**src/design/nio_pkg.sv**
```systemverilog
`default_nettype none
package nio_pkg;

  // Command nibble layout.
  localparam int unsigned PORT_SEL_LSB = 0;
  localparam int unsigned PORT_SEL_W   = 2;
  localparam int unsigned OP_LSB       = 2;
  localparam int unsigned OP_W         = 2;
  localparam int unsigned NIB_W        = 4;

  // Operation codes carried in the command nibble.
  localparam logic [1:0] OP_READ  = 2'h0;
  localparam logic [1:0] OP_WRITE = 2'h1;
  localparam logic [1:0] OP_OR    = 2'h2;
  localparam logic [1:0] OP_AND   = 2'h3;

  // Timing figures in ns, and the clock period.
  localparam int unsigned CLK_PERIOD_NS   = 50;
  localparam int unsigned CS_SETUP_NS     = 50;
  localparam int unsigned INST_SETUP_NS   = 100;
  localparam int unsigned INST_HOLD_NS    = 60;
  localparam int unsigned DATA_SETUP_NS   = 200;
  localparam int unsigned DATA_HOLD_NS    = 20;
  localparam int unsigned STROBE_LOW_NS   = 700;
  localparam int unsigned READ_ACCESS_NS  = 650;
  localparam int unsigned CS_HOLD_NS      = 50;

  // Least times rounded up to whole cycles, never below one.
  function automatic int unsigned cyc_up(input int unsigned ns);
    int unsigned c;
    c = (ns + CLK_PERIOD_NS - 1) / CLK_PERIOD_NS;
    return (c == 0) ? 1 : c;
  endfunction : cyc_up

  localparam int unsigned CS_SETUP_CYC   = cyc_up(CS_SETUP_NS);
  localparam int unsigned INST_SETUP_CYC = cyc_up(INST_SETUP_NS);
  localparam int unsigned INST_HOLD_CYC  = cyc_up(INST_HOLD_NS);
  localparam int unsigned DATA_SETUP_CYC = cyc_up(DATA_SETUP_NS);
  localparam int unsigned DATA_HOLD_CYC  = cyc_up(DATA_HOLD_NS);
  localparam int unsigned STROBE_LOW_CYC = cyc_up(STROBE_LOW_NS);
  localparam int unsigned READ_WAIT_CYC  = cyc_up(READ_ACCESS_NS);
  localparam int unsigned CS_HOLD_CYC    = cyc_up(CS_HOLD_NS);
  localparam int unsigned CNT_W          = 5;

  // A request from the user side.
  typedef struct packed {
    logic [1:0] op;
    logic [1:0] port;
    logic [3:0] data;
  } nio_req_t;

  // The nibble bus as data and its enable.
  typedef struct packed {
    logic [3:0] out;
    logic       oe;
  } nio_bus_drv_t;

endpackage : nio_pkg
`default_nettype wire

```
**src/design/nio_shadow_mem.sv**
```systemverilog
`timescale 1ns/10ps
`default_nettype none
// Remembers the last value written to each expansion port, read out
// through a register so the host can report what it believes is driven.
module nio_shadow_mem #(
  parameter int unsigned DEPTH = 4,
  parameter int unsigned AW    = 2,
  parameter int unsigned DW    = 4
) (
  // Clock and reset
  input  wire logic          clk_in,
  input  wire logic          rstn_in,
  // Write side
  input  wire logic          wr_en_in,
  input  wire logic [AW-1:0] wr_addr_in,
  input  wire logic [DW-1:0] wr_data_in,
  // Read side
  input  wire logic [AW-1:0] rd_addr_in,
  output var  logic [DW-1:0] rd_data_out
);

  logic [DW-1:0] mem [DEPTH];

  genvar g;
  generate
    for (g = 0; g < DEPTH; g++) begin : g_ent
      always_ff @(posedge clk_in or negedge rstn_in) begin
        if (!rstn_in) begin
          mem[g] <= '0;
        end else if (wr_en_in && wr_addr_in == AW'(g)) begin
          mem[g] <= wr_data_in;
        end
      end
    end
  endgenerate

  always_ff @(posedge clk_in or negedge rstn_in) begin
    if (!rstn_in) begin
      rd_data_out <= '0;
    end else begin
      rd_data_out <= mem[rd_addr_in];
    end
  end

endmodule : nio_shadow_mem
`default_nettype wire

```
**src/design/nio_host.sv**
```systemverilog
// Operation
// - Strobe rising edge moves data through port.
// - Host samples bus, then raises strobe.
// - Write data driven as strobe rises.
// - Dummy read precedes output-to-input read.
`timescale 1ns/10ps
`default_nettype none
module nio_host #(
  parameter int unsigned NPORTS = 4
) (
  // Clock and reset
  input  wire logic             core_clk_in,
  input  wire logic             rstn_in,
  // User request
  input  wire nio_pkg::nio_req_t req_in,
  input  wire logic             req_valid_in,
  output logic                  req_ready_out,
  // User answer
  output logic [3:0]            rd_data_out,
  output logic                  rd_valid_out,
  output logic [3:0]            shadow_data_out,
  // Expander pins
  output logic                  chip_select_n_out,
  output logic                  transfer_strobe_out,
  input  wire logic [3:0]       host_nibble_bus_in,
  output logic [3:0]            host_nibble_bus_out,
  output logic                  host_nibble_bus_oe_out
);

  typedef enum logic [2:0] {
    NIO_IDLE, NIO_CSET, NIO_CMD, NIO_LOW, NIO_DATA, NIO_RISE, NIO_HOLD
  } nio_state_t;

  nio_state_t                   state;
  logic [nio_pkg::CNT_W-1:0]    cnt;
  nio_pkg::nio_req_t            cur;
  logic [NPORTS-1:0]            is_output;
  logic                         dummy_pend;
  logic                         shadow_wr;

  localparam logic [nio_pkg::CNT_W-1:0] C_CS =
    nio_pkg::CNT_W'(nio_pkg::CS_SETUP_CYC);
  localparam logic [nio_pkg::CNT_W-1:0] C_INST =
    nio_pkg::CNT_W'(nio_pkg::INST_SETUP_CYC);
  localparam logic [nio_pkg::CNT_W-1:0] C_IHOLD =
    nio_pkg::CNT_W'(nio_pkg::INST_HOLD_CYC);
  localparam logic [nio_pkg::CNT_W-1:0] C_LOW =
    nio_pkg::CNT_W'(nio_pkg::STROBE_LOW_CYC);
  localparam logic [nio_pkg::CNT_W-1:0] C_RD =
    nio_pkg::CNT_W'(nio_pkg::READ_WAIT_CYC);
  localparam logic [nio_pkg::CNT_W-1:0] C_DHOLD =
    nio_pkg::CNT_W'(nio_pkg::DATA_HOLD_CYC);
  localparam logic [nio_pkg::CNT_W-1:0] C_CSH =
    nio_pkg::CNT_W'(nio_pkg::CS_HOLD_CYC);

  // Read wait must cover both the access time and the least low width.
  localparam logic [nio_pkg::CNT_W-1:0] C_RDLOW =
    (C_RD > C_LOW) ? C_RD : C_LOW;

  wire logic is_read = (cur.op == nio_pkg::OP_READ);

  // Sequencer: one strobe cycle per request, a dummy read first when
  // a port leaves output mode, since its drivers release slowly.
  always_ff @(posedge core_clk_in or negedge rstn_in) begin
    if (!rstn_in) begin
      state      <= NIO_IDLE;
      cnt        <= '0;
      cur        <= '0;
      dummy_pend <= 1'b0;
    end else begin
      unique case (state)
        NIO_IDLE: begin
          if (req_valid_in) begin
            cur   <= req_in;
            cnt   <= C_CS;
            state <= NIO_CSET;
            dummy_pend <= (req_in.op == nio_pkg::OP_READ) &&
                          is_output[req_in.port];
          end
        end
        NIO_CSET: begin
          cnt <= cnt - 1'b1;
          if (cnt == 1) begin
            cnt   <= C_INST;
            state <= NIO_CMD;
          end
        end
        NIO_CMD: begin
          cnt <= cnt - 1'b1;
          if (cnt == 1) begin
            cnt   <= C_IHOLD;
            state <= NIO_LOW;
          end
        end
        NIO_LOW: begin
          cnt <= cnt - 1'b1;
          if (cnt == 1) begin
            cnt   <= is_read ? (C_RDLOW - C_IHOLD) : (C_LOW - C_IHOLD);
            state <= NIO_DATA;
          end
        end
        NIO_DATA: begin
          cnt <= cnt - 1'b1;
          if (cnt == 1) begin
            cnt   <= C_DHOLD;
            state <= NIO_RISE;
          end
        end
        NIO_RISE: begin
          cnt <= cnt - 1'b1;
          if (cnt == 1) begin
            cnt   <= C_CSH;
            state <= NIO_HOLD;
          end
        end
        NIO_HOLD: begin
          cnt <= cnt - 1'b1;
          if (cnt == 1) begin
            if (dummy_pend) begin
              dummy_pend <= 1'b0;
              cnt        <= C_CS;
              state      <= NIO_CSET;
            end else begin
              state <= NIO_IDLE;
            end
          end
        end
      endcase
    end
  end

  // Pins. Chip select stays low across the whole frame.
  always_ff @(posedge core_clk_in or negedge rstn_in) begin
    if (!rstn_in) begin
      chip_select_n_out   <= 1'b1;
      transfer_strobe_out <= 1'b1;
    end else begin
      chip_select_n_out   <= (state == NIO_IDLE) && !req_valid_in;
      transfer_strobe_out <= !(state == NIO_LOW || state == NIO_DATA);
    end
  end

  always_ff @(posedge core_clk_in or negedge rstn_in) begin
    if (!rstn_in) begin
      host_nibble_bus_out    <= '0;
      host_nibble_bus_oe_out <= 1'b0;
    end else begin
      unique case (state)
        NIO_CSET, NIO_CMD: begin
          host_nibble_bus_out    <= {cur.op, cur.port};
          host_nibble_bus_oe_out <= 1'b1;
        end
        // The command is held past the strobe fall on reads too, so the
        // expander never latches a bus that is still turning around.
        NIO_LOW: begin
          host_nibble_bus_out    <= {cur.op, cur.port};
          host_nibble_bus_oe_out <= 1'b1;
        end
        NIO_DATA, NIO_RISE: begin
          host_nibble_bus_out    <= cur.data;
          host_nibble_bus_oe_out <= !is_read;
        end
        default: begin
          host_nibble_bus_out    <= '0;
          host_nibble_bus_oe_out <= 1'b0;
        end
      endcase
    end
  end

  always_ff @(posedge core_clk_in or negedge rstn_in) begin
    if (!rstn_in) begin
      rd_data_out  <= '0;
      rd_valid_out <= 1'b0;
    end else begin
      rd_valid_out <= 1'b0;
      if (state == NIO_DATA && cnt == 1 && is_read && !dummy_pend) begin
        rd_data_out  <= host_nibble_bus_in;
        rd_valid_out <= 1'b1;
      end
    end
  end

  // Track expander port modes the host has set.
  always_ff @(posedge core_clk_in or negedge rstn_in) begin
    if (!rstn_in) begin
      is_output <= '0;
    end else if (state == NIO_RISE && cnt == 1) begin
      is_output[cur.port] <= !is_read;
    end
  end

  always_ff @(posedge core_clk_in or negedge rstn_in) begin
    if (!rstn_in) begin
      req_ready_out <= 1'b0;
    end else begin
      req_ready_out <= (state == NIO_IDLE) && !req_valid_in;
    end
  end

  logic [3:0] shadow_rd;
  logic [3:0] next_shadow;
  always_comb begin
    unique case (cur.op)
      nio_pkg::OP_AND: next_shadow = shadow_rd & cur.data;
      nio_pkg::OP_OR:  next_shadow = shadow_rd | cur.data;
      default:         next_shadow = cur.data;
    endcase
  end
  assign shadow_wr = (state == NIO_RISE) && (cnt == C_DHOLD) && !is_read;

  nio_shadow_mem #(
    .DEPTH (NPORTS),
    .AW    (2),
    .DW    (4)
  ) u_shadow (
    .clk_in      (core_clk_in),
    .rstn_in     (rstn_in),
    .wr_en_in    (shadow_wr),
    .wr_addr_in  (cur.port),
    .wr_data_in  (next_shadow),
    .rd_addr_in  (cur.port),
    .rd_data_out (shadow_rd)
  );

  always_ff @(posedge core_clk_in or negedge rstn_in) begin
    if (!rstn_in) begin
      shadow_data_out <= '0;
    end else begin
      shadow_data_out <= shadow_rd;
    end
  end

  a_cmd_at_fall: assert property (
    @(posedge core_clk_in) disable iff (!rstn_in)
    $fell(transfer_strobe_out) |-> (host_nibble_bus_oe_out &&
      host_nibble_bus_out == {cur.op, cur.port}))
    else $error("Command not driven at strobe fall.");

  a_read_float: assert property (
    @(posedge core_clk_in) disable iff (!rstn_in)
    (!transfer_strobe_out && $past(state) == NIO_DATA && is_read)
      |-> !host_nibble_bus_oe_out)
    else $error("Host drives bus during read.");

  a_cs_frame: assert property (
    @(posedge core_clk_in) disable iff (!rstn_in)
    !transfer_strobe_out |-> !chip_select_n_out)
    else $error("Strobe low while deselected.");

  a_data_at_rise: assert property (
    @(posedge core_clk_in) disable iff (!rstn_in)
    ($rose(transfer_strobe_out) && !is_read) |->
      (host_nibble_bus_oe_out && host_nibble_bus_out == cur.data))
    else $error("Write data missing at strobe rise.");

  a_sample_low: assert property (
    @(posedge core_clk_in) disable iff (!rstn_in)
    rd_valid_out |-> !transfer_strobe_out ##1 transfer_strobe_out)
    else $error("Read sampled after strobe rise.");

endmodule : nio_host
`default_nettype wire

```
**config.mk**
```make
export PLATFORM = sky130hd
export DESIGN_NAME = nio_host
export DESIGN_NICKNAME = d
export VERILOG_FILES = /design/src/design/nio_pkg.sv /design/src/design/nio_shadow_mem.sv /design/src/design/nio_host.sv
export SDC_FILE = /design/constraint.sdc
export NUM_CORES = 1
export LEC_CHECK = 0
export BUFFER_PORTS_ARGS = -buffer_cell sky130_fd_sc_hd__buf_2
export CELL_PAD_IN_SITES_DETAIL_PLACEMENT = 0
export CELL_PAD_IN_SITES_GLOBAL_PLACEMENT = 1
export CORE_MARGIN = 8
export CORE_UTILIZATION = 48
export CTS_BUF_LIST = sky130_fd_sc_hd__clkbuf_4 sky130_fd_sc_hd__clkbuf_8
export CTS_CLUSTER_DIAMETER = 150
export CTS_CLUSTER_SIZE = 20
export DETAILED_ROUTE_END_ITERATION = 8
export HOLD_SLACK_MARGIN = 0.06
export PLACE_DENSITY = 0.78
export SETUP_SLACK_MARGIN = 0.3
export SKIP_CTS_REPAIR_TIMING = 1
export SYNTH_ARGS = -nofsm -noshare
export SYNTH_HDL_FRONTEND = slang
export SYNTH_SLANG_ARGS = --single-unit
```
**constraint.sdc**
```tcl
create_clock -name core_clk_in -period 2.44 [get_ports core_clk_in]
set_input_delay 0.122 -clock core_clk_in [delete_from_list [all_inputs] [get_ports core_clk_in]]
set_output_delay 0.122 -clock core_clk_in [all_outputs]
set_load 0.05 [all_outputs]
```
==> metrics.md, run 1 <==
| Metric | Value |
|---|---|
| Min-Delay Endpoint | `chip_select_n_out$_DFF_PN1_` |
| CP Launch Type | `flip-flop` |
| Worst skew pair latency | `0.33 ns` |
| Largest net degree at the start of global routing | `59` |
| Fraction of layout cells with a size suffix above 1 | `0.367` |
| Slew Limit Fails | `0` |
| Die height | `89.6 µm` |
| Delay-heaviest family, CP | `simple AND/OR/NAND/NOR gates` |
| Cell count after synthesis | `209` |
| Place WS | `0.381 ns` |
| Yosys reg bits | `58` |
| Outcome | `finished, final reports clean` |
| Avg Inst Size Synth | `12.4 µm²` |
| TritonCTS buffer count | `9` |
| GR Util All Layers | `0.149` |
| Final Hold Vio Count | `0` |
| Rel. slew slack | `0.534` |
| Max stage delay on crit path | `approximately 0.40 ns` |
| Max Cap Viol | `0` |
| Synth-to-Final Area Change | `22.5%` |
| WL met3 | `421 µm` |
| N_diodes | `0` |
| Tmin final | `2.04 ns` |
| Worst setup path category | `reg -> reg` |
| Most used DFF post-synth | `dfrtp_1` |
| Worst-case clock buffer depth | `2` |
| Via density | `5.50` |
| Final clock skew | `~0.012 ns` |
| First-pass GRT wire length | `between 8000 and 9000 µm` |
| Final setup margin | `0.403 ns` |
| Crit end category | `flip-flop` |
| Routed Antenna Nets | `0` |
| Yosys Warn Count | `0` |
| Power, Total | `0.00386 W` |
| NumNets Final | `279` |
| Final setup violation count | `0` |
| Buffers & Inverters on Critical Path | `1` |
| Vias in the first global route | `1819` |
| Setup TNS | `0 ns` |
| Die area | `0.00802 mm²` |
| CP Cell Sequence | `inv_1 > ha_1 > nor4b_4 > nand4_2 > nor2_1 > mux2_2` |
| Num ports | `32` |
| Worst-margin pin slew | `0.698 ns` |
| CP Max Fanout | `5` |
| Worst hold path class | `in -> reg` |
| Iteration-0 DRC Markers | `101` |
| Final wirelength | `5480 µm` |
| R2R Setup Slk | `0.40 ns` |
| DRC | `0` |
| DR vias | `around 1.9k` |
| CTS tree | `yes` |
| Critical Path RT | `2.65 ns` |
| Port bufs | `31` |
| Crit path max-delay cell type | `dfrtp_1` |
| DRT met1 WL | `2590 µm` |
| Cell Area, Synth | `approximately 0.0026 mm²` |
| Top layer in use | `met4` |
| Pwr dens | `1210 mW/mm²` |
| Critical Path AT | `roughly 2.3 ns` |
| CTS clk-pin slew, worst paths | `0.06 ns` |
| Peak Freq | `0.491 GHz` |
| Worst vdd ir | `0.652 mV` |
| RSZ-0062 raised after global routing | `yes` |
| Die X | `between 80 and 90 µm` |
| Leakage | `around 1.5 nW` |
| FF-to-FF End | `u_shadow.mem[8]$_DFFE_PN0P_` |
| Half-perimeter wire length after placement | `3800 µm` |
| H-tree depth | `3` |
| HP Start | `req_valid_in` |
| DR WL/cell | `16.3 µm` |
| Starting Density | `0.502` |
| Met2 wire length | `2370 µm` |
| Reg2reg path depth | `6` |
| Syn_nets | `226` |
| Cell Rows | `26` |
| Final Wtd Congestion | `~0.81` |
| Grt ovf | `0` |
| Synth async-reset ratio | `1.00` |
| FF-to-FF Start | `cnt[1]$_DFFE_PN0N_` |
| Hold path depth | `3` |
| Root Buffer Master | `clkbuf_8` |
| Yosys cell types | `45` |
| Pre-antenna DRT Iters | `4` |
| Antenna violations before repair | `0` |
| Period utilisation layout | `0.835` |
| Sequential share of the synthesized area | `0.560` |
| Clock Sinks | `58` |
| Post-synth EDFFs | `0` |
| Core Region | `just over 0.005 mm²` |
-- power breakdown --
group          internal, W  switching, W  total (W)
clock             0.000452      0.000335   0.000787
combinational     0.000619      0.000838    0.00146
sequential         0.00128      0.000345    0.00162
total              0.00235       0.00152    0.00386
-- placed cells by master (no fill, tap or decap), types with 4 or more instances in the layout --
| master | instances |
|---|---|
| buf_2 | 31 |
| nor2_1 | 14 |
| dfrtp_1 | 56 |
| inv_1 | 7 |
| clkbuf_8 | 10 |
| o21ai_0 | 19 |
| nor3_1 | 4 |
| mux2_2 | 26 |
| dlygate4sd3_1 | 13 |
| a21oi_1 | 7 |
| nand3_1 | 5 |
| nand2_1 | 11 |
| mux4_2 | 5 |
| buf_4 | 8 |
| mux2_4 | 4 |
| clkbuf_4 | 5 |
-- synth_stat cells, drive strengths merged (2+ instances only) --
| library cell | n | share of area |
|---|---|---|
| a21boi | 2 | 0.0058 |
| a21oi | 7 | 0.013 |
| a221o | 2 | 0.0077 |
| a22o | 2 | 0.0067 |
| a31oi | 2 | 0.0048 |
| buf | 3 | 0.0053 |
| clkbuf | 7 | 0.010 |
| dfrtp | 56 | 0.54 |
| dfstp | 2 | 0.020 |
| ha | 2 | 0.0096 |
| inv | 7 | 0.010 |
| mux2 | 30 | 0.14 |
| mux4 | 5 | 0.043 |
| nand2 | 11 | 0.016 |
| nand3 | 5 | 0.0096 |
| nand4 | 2 | 0.0072 |
| nor2 | 14 | 0.020 |
| nor2b | 2 | 0.0048 |
| nor3 | 4 | 0.0077 |
| nor3b | 3 | 0.011 |
| nor4 | 2 | 0.0048 |
| o21ai | 19 | 0.037 |
| o31ai | 2 | 0.0058 |
| or2 | 2 | 0.0048 |
-- layer usage --
layer	track usage	vias up
met5	0	-
met1	0.204	918
li1	-	873
met3	0.0487	9
met4	0.0785	0
met2	0.201	55
-- sequential cells by signal, indices dropped and copies added (netlist names) --
register                cells
cnt                         5
req_ready_out               1
u_shadow.mem               16
is_output                   4
rd_valid_out                1
host_nibble_bus_out         4
u_shadow.rd_data_out        4
shadow_data_out             4
rd_data_out                 4
dummy_pend                  1
state                       3
cur                         8
chip_select_n_out           1
transfer_strobe_out         1
host_nibble_bus_oe_out      1
-- per-stage QoR --
stage / util / hold slack, ns / cells / area, µm²
after floorplan: - / -0.174 / 209 / 2600
after global placement: 0.553 / 0.304 / 308 / 2860
after detailed placement: 0.553 / 0.306 / 308 / 2860
after CTS: 0.588 / -0.0460 / 324 / 3040
after global routing: 0.615 / 0.0906 / 337 / 3180
final: 0.615 / 0.102 / 337 / 3180
-- area by class of cell --
type | instances | area, µm²
fill | 401 | 1990
sequential | 58 | 1450
multi-input combinational | 134 | 1090
timing repair buffer | 52 | 345
clock buffer | 15 | 175
tap | 70 | 87.6
inverter | 7 | 26.3
clock inverter | 1 | 5.00
-- kinds of logic (layout without fill, tap and decap cells) --
logic type	count (synthesis)	in the layout	share of synthesized area
compound gates	46	46	0.113
mux	36	36	0.183
fa+ha+maj	3	3	0.0135
simple gates	49	49	0.105
buf+inv	17	75	0.0255
flops	58	58	0.560
-- how the worst max path moves through the flow --
stage | from | endpoint | slack (ns) | cells past startpoint
2_1_floorplan | cnt[1]$_DFFE_PN0N_ | u_shadow.mem[12]$_DFFE_PN0P_ | 0.54 | 6
3_3_place_gp | cnt[1]$_DFFE_PN0N_ | u_shadow.mem[7]$_DFFE_PN0P_ | 0.42 | 6
3_5_place_dp | cnt[1]$_DFFE_PN0N_ | u_shadow.mem[5]$_DFFE_PN0P_ | 0.38 | 6
4_1_cts | cnt[1]$_DFFE_PN0N_ | u_shadow.mem[4]$_DFFE_PN0P_ | 0.38 | 6
5_1_grt | cnt[1]$_DFFE_PN0N_ | u_shadow.mem[10]$_DFFE_PN0P_ | 0.28 | 6
6_report | cnt[1]$_DFFE_PN0N_ | u_shadow.mem[8]$_DFFE_PN0P_ | 0.40 | 6
-- tightest hold or removal path, stage by stage --
cell and delay, ns:
buf_2 0.10, nor4_1 0.04, buf_4 0.15
Power figures use the tool's default switching activity.
==> inputs of run 2 (changes only) <==
Settings changed: ABC_AREA set to 1, CORE_UTILIZATION 48 to 41, PLACE_DENSITY 0.78 to 0.74.
Clock period 2.44 ns to 1.8 ns, I/O delays scaled along.
==> run 2 against run 1 <==
Net effect:
- worst setup slack worse by 0.088 ns
- critical path type unchanged
- register-to-register slack got worse by 0.09 ns
- critical path depth rose by 3
==> metrics.md, run 2 <==
| Metric | Value |
|---|---|
| Worst skew pair latency | `0.34 ns (about the same)` |
| DR WL/cell | `14.8 µm (-9.1%)` |
| Synth top area cells | `dfrtp_1, nand2_1, inv_1` |
| Synth async-reset ratio | `1.00 (unchanged)` |
| RSZ-0062 raised after global routing | `yes` |
| First-pass GRT wire length | `10100 µm (+14%)` |
| Half-perimeter wire length after placement | `4350 µm (+14%)` |
| Cell count after synthesis | `286 (+37%)` |
| CP dominant cell by count | `inv_2` |
| Leakage | `1.72 nW (+14%)` |
| Num ports | `32 (unchanged)` |
| Via density | `4.97 (-9.8%)` |
| Buffers & Inverters on Critical Path | `2 (+1)` |
| Critical Path Source | `cnt[1]$_DFFE_PN0N_` |
| Worst hold slack | `0.0804 ns (-0.0216 ns)` |
| DRC | `0 (unchanged)` |
| Starting Density | `0.419 (-0.0836)` |
| N_diodes | `0 (unchanged)` |
| Rel. slew slack | `0.593 (+0.0582)` |
| Vias in the first global route | `2032 (+12%)` |
| Max stage delay on crit path | `0.37 ns (-0.03 ns)` |
| NumNets Final | `367 (+32%)` |
| Port bufs | `31 (unchanged)` |
| Core Region | `0.00628 mm² (+21%)` |
| Max Cap Viol | `0 (unchanged)` |
| Outcome | `finished, final reports clean` |
| Placed cells | `393 (+28%)` |
| Area leader, netlist | `dfrtp_1` |
| Crit path depth | `9 (+3)` |
| Cell Rows | `29 (+12%)` |
| Final setup margin | `0.315 ns (-0.0876 ns)` |
| Die X | `96.1 µm (+7.3%)` |
| Fillers | `560 (+40%)` |
| Tmin final | `1.49 ns (-0.552 ns)` |
| Clock Sinks | `58 (unchanged)` |
| Grt ovf | `0 (unchanged)` |
| Place WS | `0.160 ns (-0.221 ns)` |
| Worst-margin pin slew | `0.609 ns (-0.0896 ns)` |
| Final wirelength | `6390 µm (+16%)` |
| Crit end category | `flip-flop` |
| Final Wtd Congestion | `0.826 (+1.7%)` |
| FF-to-FF Start | `cnt[1]$_DFFE_PN0N_` |
| Final non-filler cell total | `432 (+28%)` |
| Die height | `96.1 µm (+7.3%)` |
| CTS tree | `yes` |
| H-tree depth | `3 (unchanged)` |
| Syn_nets | `303 (+34%)` |
| Routed Antenna Nets | `0 (unchanged)` |
| Most used DFF post-synth | `dfrtp_1` |
| Synth cell count leaders | `nand2_1, dfrtp_1, inv_1` |
| Reg2reg path depth | `9 (+3)` |
| CP Cell Sequence | `inv_2 > ha_4 > inv_2 > nor2_4 > nand2_4 > nor2_8 > nand3_4 > nand2_2 > o21ai_2` |
| Final Hold Vio Count | `0 (unchanged)` |
| Slew Limit Fails | `0 (unchanged)` |
| Max FFs per register | `16 (unchanged)` |
| Iteration-0 DRC Markers | `83 (-18%)` |
| CP Max Fanout | `6 (+1)` |
| Largest net degree at the start of global routing | `27 (-54%)` |
| Yosys reg bits | `58 (unchanged)` |
| Worst setup path category | `reg -> reg` |
| Delay-heaviest family, CP | `simple AND/OR/NAND/NOR gates` |
| Final Util | `0.547 (-0.0680)` |
| Cell Area, Synth | `0.00263 mm² (+1.2%)` |
| Top-area cell type share of the netlist area | `0.533 (-0.00617)` |
| Largest registers | `u_shadow.mem: 16 flops, cur: 8 flops, cnt: 5 flops` |
| Commonest non-fill, non-tap cell in the layout | `nand2_1` |
| Antenna violations before repair | `0 (unchanged)` |
| R2R Setup Slk | `0.31 ns (-0.09 ns)` |
| Avg Inst Size Synth | `9.19 µm² (-26%)` |
| Final clock skew | `0.00635 ns (-0.00554 ns)` |
| Die area | `0.00923 mm² (+15%)` |
| Critical Path AT | `1.70 ns (-0.55 ns)` |
| Critical Path Sink | `u_shadow.mem[11]$_DFFE_PN0P_` |
| Setup TNS | `0 ns (unchanged)` |
| TritonCTS buffer count | `9 (unchanged)` |
| Yosys Warn Count | `0 (unchanged)` |
| Pre-antenna DRT Iters | `4 (unchanged)` |
| Fraction of layout cells with a size suffix above 1 | `0.304 (-0.0628)` |
| Final setup violation count | `0 (unchanged)` |
| CP Launch Type | `flip-flop` |
| Worst vdd ir | `0.822 mV (+26%)` |
| Worst-case clock buffer depth | `2 (unchanged)` |
| Critical Path RT | `2.01 ns (-0.64 ns)` |
| Peak Freq | `0.673 GHz (+37%)` |
| Largest reg by FF count | `u_shadow.mem` |
| Pwr dens | `1960 mW/mm² (+61%)` |
| GR Util All Layers | `0.144 (-0.00527)` |
| Yosys cell types | `25 (-44%)` |
| Root Buffer Master | `clkbuf_8` |
| Synth-to-Final Area Change | `30.8%` |
| Sequential share of the synthesized area | `0.553 (-0.00640)` |
| CTS clk-pin slew, worst paths | `0.07 ns (about the same)` |
| Post-synth EDFFs | `0 (unchanged)` |
| FF-to-FF End | `u_shadow.mem[11]$_DFFE_PN0P_` |
| Crit path max-delay cell type | `dfrtp_1` |
| Most frequent cell after synthesis | `nand2_1` |
| DR vias | `2145 (+16%)` |
| Most frequent cells in the layout | `nand2_1, dfrtp_1, buf_2` |
| Worst hold path class | `in -> reg` |
| Period utilisation layout | `0.825 (-0.00999)` |
-- run 2: cell count changes in the layout (fill, tap and decap cells not counted), moves of 14 or more --
cell     delta
nand2_2    +14
inv_1      +17
o21ai_0    -15
o21ai_1    +18
mux2_2     -26
nand2_1    +68
-- run 2: through the flow --
step	power [W]	area [µm²]
after floorplan	0.00417	2630
after global placement	0.00474	2870
after detailed placement	0.00478	2870
after CTS	0.00644	3140
after global routing	0.00718	3440
final	0.00673	3440
-- run 2: routing by layer --
metal  global-route usage  share of wire
met5                    0              0
met4               0.0717          0.016
met1                0.196           0.49
met3               0.0413          0.044
met2                0.203           0.45
-- run 2: kinds of logic (layout without fill, tap and decap cells) --
family	Yosys count	count (layout)	share of synthesized area
buf+inv	33	97	0.0586
fa+ha+maj	2	2	0.00952
simple gates	143	148	0.270
compound gates	50	50	0.109
flops	58	58	0.553
-- run 2: worst min-delay path, delay by kind of cell --
kind / cells / cell delay, ns
buf+inv: 2 / 0.20
compound gates: 1 / 0.08
-- run 2: cell type report --
| class | count | area [µm²] | area share |
|---|---|---|---|
| Sequential cell | 58 | 1460 | 0.424 |
| Multi-Input combinational cell | 200 | 1140 | 0.332 |
| Timing Repair Buffer | 52 | 355 | 0.103 |
| Clock buffer | 10 | 138 | 0.0401 |
| Clock inverter | 6 | 136 | 0.0397 |
| Inverter | 29 | 111 | 0.0324 |
| Tap cell | 77 | 96.3 | 0.0280 |
-- run 2: worst min-delay path by stage --
stage,start,endpoint,slack (ns),cells past startpoint
floorplan,rstn_in,cnt[0]$_DFFE_PN0N_,-0.21,0
global placement,rstn_in,u_shadow.mem[3]$_DFFE_PN0P_,0.03,1
detailed placement,rstn_in,u_shadow.mem[3]$_DFFE_PN0P_,0.03,1
CTS,rstn_in,shadow_data_out[0]$_DFF_PN0_,-0.34,1
global route,req_in[4],cur[4]$_DFFE_PN0P_,0.09,3
finish,req_in[4],cur[4]$_DFFE_PN0P_,0.08,3
-- run 2: power by group --
group | leakage, nW | switching (W) | internal (W)
clock network | 0.133 | 0.000556 | 0.00110
registers | 0.735 | 0.000413 | 0.00185
logic | 0.848 | 0.00195 | 0.000857
total | 1.72 | 0.00292 | 0.00381
==> inputs of run 3 (changes only) <==
Clock period 1.8 ns to 1.2 ns, I/O delays scaled along.
==> run 3 against run 2 <==
Net effect:
- the flow now finishes with violations (negative setup slack)
- highest routed layer unchanged
- clock skew is essentially flat
- via count up 3.6%
- critical path type unchanged
- die area stayed put
- worst setup slack worse by 0.53 ns
- clock-buffer cell count is 1 higher
==> metrics.md, run 3 (synthesized netlist as in run 2, its figures left out) <==
| Metric | Value |
|---|---|
| Outcome | `complete, but fails checks` |
| Failing checks | `negative setup slack` |
| Port bufs | `31 (unchanged)` |
| Worst skew pair latency | `0.33 ns (about the same)` |
| Routed Antenna Nets | `0 (unchanged)` |
| Critical Path RT | `1.42 ns (-0.59 ns)` |
| Worst-margin pin slew | `0.393 ns (-0.216 ns)` |
| H-tree depth | `3 (unchanged)` |
| Starting Density | `0.419 (unchanged)` |
| Pre-antenna DRT Iters | `4 (unchanged)` |
| DR vias | `2223 (+3.6%)` |
| Grt ovf | `0 (unchanged)` |
| Num ports | `32 (unchanged)` |
| Final setup violation count | `46 (+46)` |
| Slew Limit Fails | `0 (unchanged)` |
| Worst setup path category | `reg -> reg` |
| Worst-case clock buffer depth | `2 (unchanged)` |
| Die X | `96.1 µm (unchanged)` |
| Largest registers | `u_shadow.mem: 16 flops, cur: 8 flops, cnt: 5 flops` |
| Final Wtd Congestion | `0.777 (-5.9%)` |
| RSZ-0062 raised after global routing | `yes` |
| Area taken by multi-input logic gates | `0.00126 mm² (+11%)` |
| Worst hold path class | `in -> reg` |
| CTS clk-pin slew, worst paths | `0.06 ns (about the same)` |
| GR Util All Layers | `0.143 (-0.000352)` |
| Half-perimeter wire length after placement | `4540 µm (+4.4%)` |
| NumNets Final | `404 (+10%)` |
| Fraction of layout cells with a size suffix above 1 | `0.433 (+0.129)` |
| Cell Rows | `29 (unchanged)` |
| Antenna violations before repair | `0 (unchanged)` |
| Placed Area | `0.00323 mm² (+13%)` |
| Seq. cell area | `0.00146 mm² (about the same)` |
| First-pass GRT wire length | `10100 µm (unchanged)` |
| Clock Sinks | `58 (unchanged)` |
| Final clock skew | `0.00632 ns (-0.0000347 ns)` |
| Die area | `0.00923 mm² (unchanged)` |
| Final Hold Vio Count | `0 (unchanged)` |
| Place WS | `-0.247 ns (-0.407 ns)` |
| Via density | `4.76 (-4.1%)` |
| Worst vdd ir | `1.66 mV (+100%)` |
| Peak Freq | `0.705 GHz (+4.6%)` |
| Iteration-0 DRC Markers | `71 (-14%)` |
| Pwr dens | `2840 mW/mm² (+45%)` |
| Setup TNS | `-7.01 ns (-7.01 ns)` |
| Final wirelength | `6460 µm (+1.2%)` |
| CP Max Fanout | `9 (+3)` |
| Most frequent cells in the layout | `nand2_1, dfrtp_1, buf_4` |
| Critical Path AT | `1.64 ns (-0.06 ns)` |
| Core Region | `0.00628 mm² (unchanged)` |
| Synth-to-Final Area Change | `52.3%` |
| Max FFs per register | `16 (unchanged)` |
| DRC | `0 (unchanged)` |
| Fillers | `523 (-6.6%)` |
| CTS tree | `yes` |
| Root Buffer Master | `clkbuf_8` |
| Vias in the first global route | `2089 (+2.8%)` |
| N_diodes | `0 (unchanged)` |
| DR WL/cell | `13.8 µm (-6.4%)` |
| CP Launch Type | `flip-flop` |
| Tmin final | `1.42 ns (-0.0658 ns)` |
| Die height | `96.1 µm (unchanged)` |
| Final setup margin | `-0.219 ns (-0.534 ns)` |
| Final instance area | `0.00400 mm² (+16%)` |
| Max Cap Viol | `0 (unchanged)` |
| Leakage | `1.97 nW (+15%)` |
| Largest reg by FF count | `u_shadow.mem` |
| TritonCTS buffer count | `9 (unchanged)` |
| Rel. slew slack | `0.738 (+0.146)` |
| Commonest non-fill, non-tap cell in the layout | `nand2_1` |
| Period utilisation layout | `1.18 (+0.358)` |
| Largest net degree at the start of global routing | `27 (unchanged)` |
| Crit end category | `flip-flop` |
[run 3: cell types whose count changed in the layout (fill, tap and decap cells not counted), sizes merged]
cell	change
buf	+40
nand3	-4
bufinv	-3
clkbuf	+2
clkinv	+2
clkinvlp	-1
dlygate4sd3	+1
inv	-1
nor2	-1
[run 3: critical path: stages (launching register included)]
cell and delay [ns]:
dfrtp_1 0.37, inv_2 0.07, ha_4 0.12, inv_2 0.04, nor2_4 0.13, nand2_4 0.09
nor2_8 0.19, nand3_4 0.15, nand2_1 0.10, o21ai_1 0.06
[run 3: layer usage]
layer  vias to the layer above  share of wire  global-route usage
li1                       1134              -                   -
met5                         -              0                   0
met4                         0          0.016              0.0653
met1                      1039           0.47               0.198
met3                        10          0.049              0.0335
met2                        40           0.46               0.208
[run 3: report_power, final]
| group | internal, W | switching, W |
|---|---|---|
| Clock | 0.00104 | 0.000723 |
| Combinational | 0.00271 | 0.00348 |
| Sequential | 0.00279 | 0.000615 |
| Total | 0.00654 | 0.00481 |
[run 3: through the flow]
stage | total power [W] | instances | hold WS [ns] | util
after global routing | 0.0121 | 467 | 0.128 | 0.637
after global placement | 0.00817 | 431 | 0.00230 | 0.515
final | 0.0114 | 467 | 0.0956 | 0.637
after detailed placement | 0.00824 | 431 | 0.00437 | 0.515
after CTS | 0.0100 | 445 | -0.356 | 0.546
after floorplan | 0.00645 | 286 | -0.236 | -
[run 3: worst paths after layout]
kind / from / end / slack, ns / cells past startpoint
max: cnt[1]$_DFFE_PN0N_ / u_shadow.mem[14]$_DFFE_PN0P_ / -0.22 / 9
min: req_in[6] / dummy_pend$_DFFE_PN0P_ / 0.1 / 6
max reg2reg: cnt[1]$_DFFE_PN0N_ / u_shadow.mem[14]$_DFFE_PN0P_ / -0.22 / 9
min reg2reg: u_shadow.rd_data_out[2]$_DFF_PN0_ / shadow_data_out[2]$_DFF_PN0_ / 0.40 / 0
max in group asynchronous: rstn_in / chip_select_n_out$_DFF_PN1_ / 0.47 / 3
min in group asynchronous: rstn_in / u_shadow.mem[5]$_DFFE_PN0P_ / 0.18 / 2
[run 3: area by class of cell]
type | count | area share
sequential | 58 | 0.365
multi-input combinational | 195 | 0.316
timing repair buffer | 94 | 0.217
clock buffer | 11 | 0.0378
inverter | 29 | 0.0310
tap | 77 | 0.0241
clock inverter | 3 | 0.0100
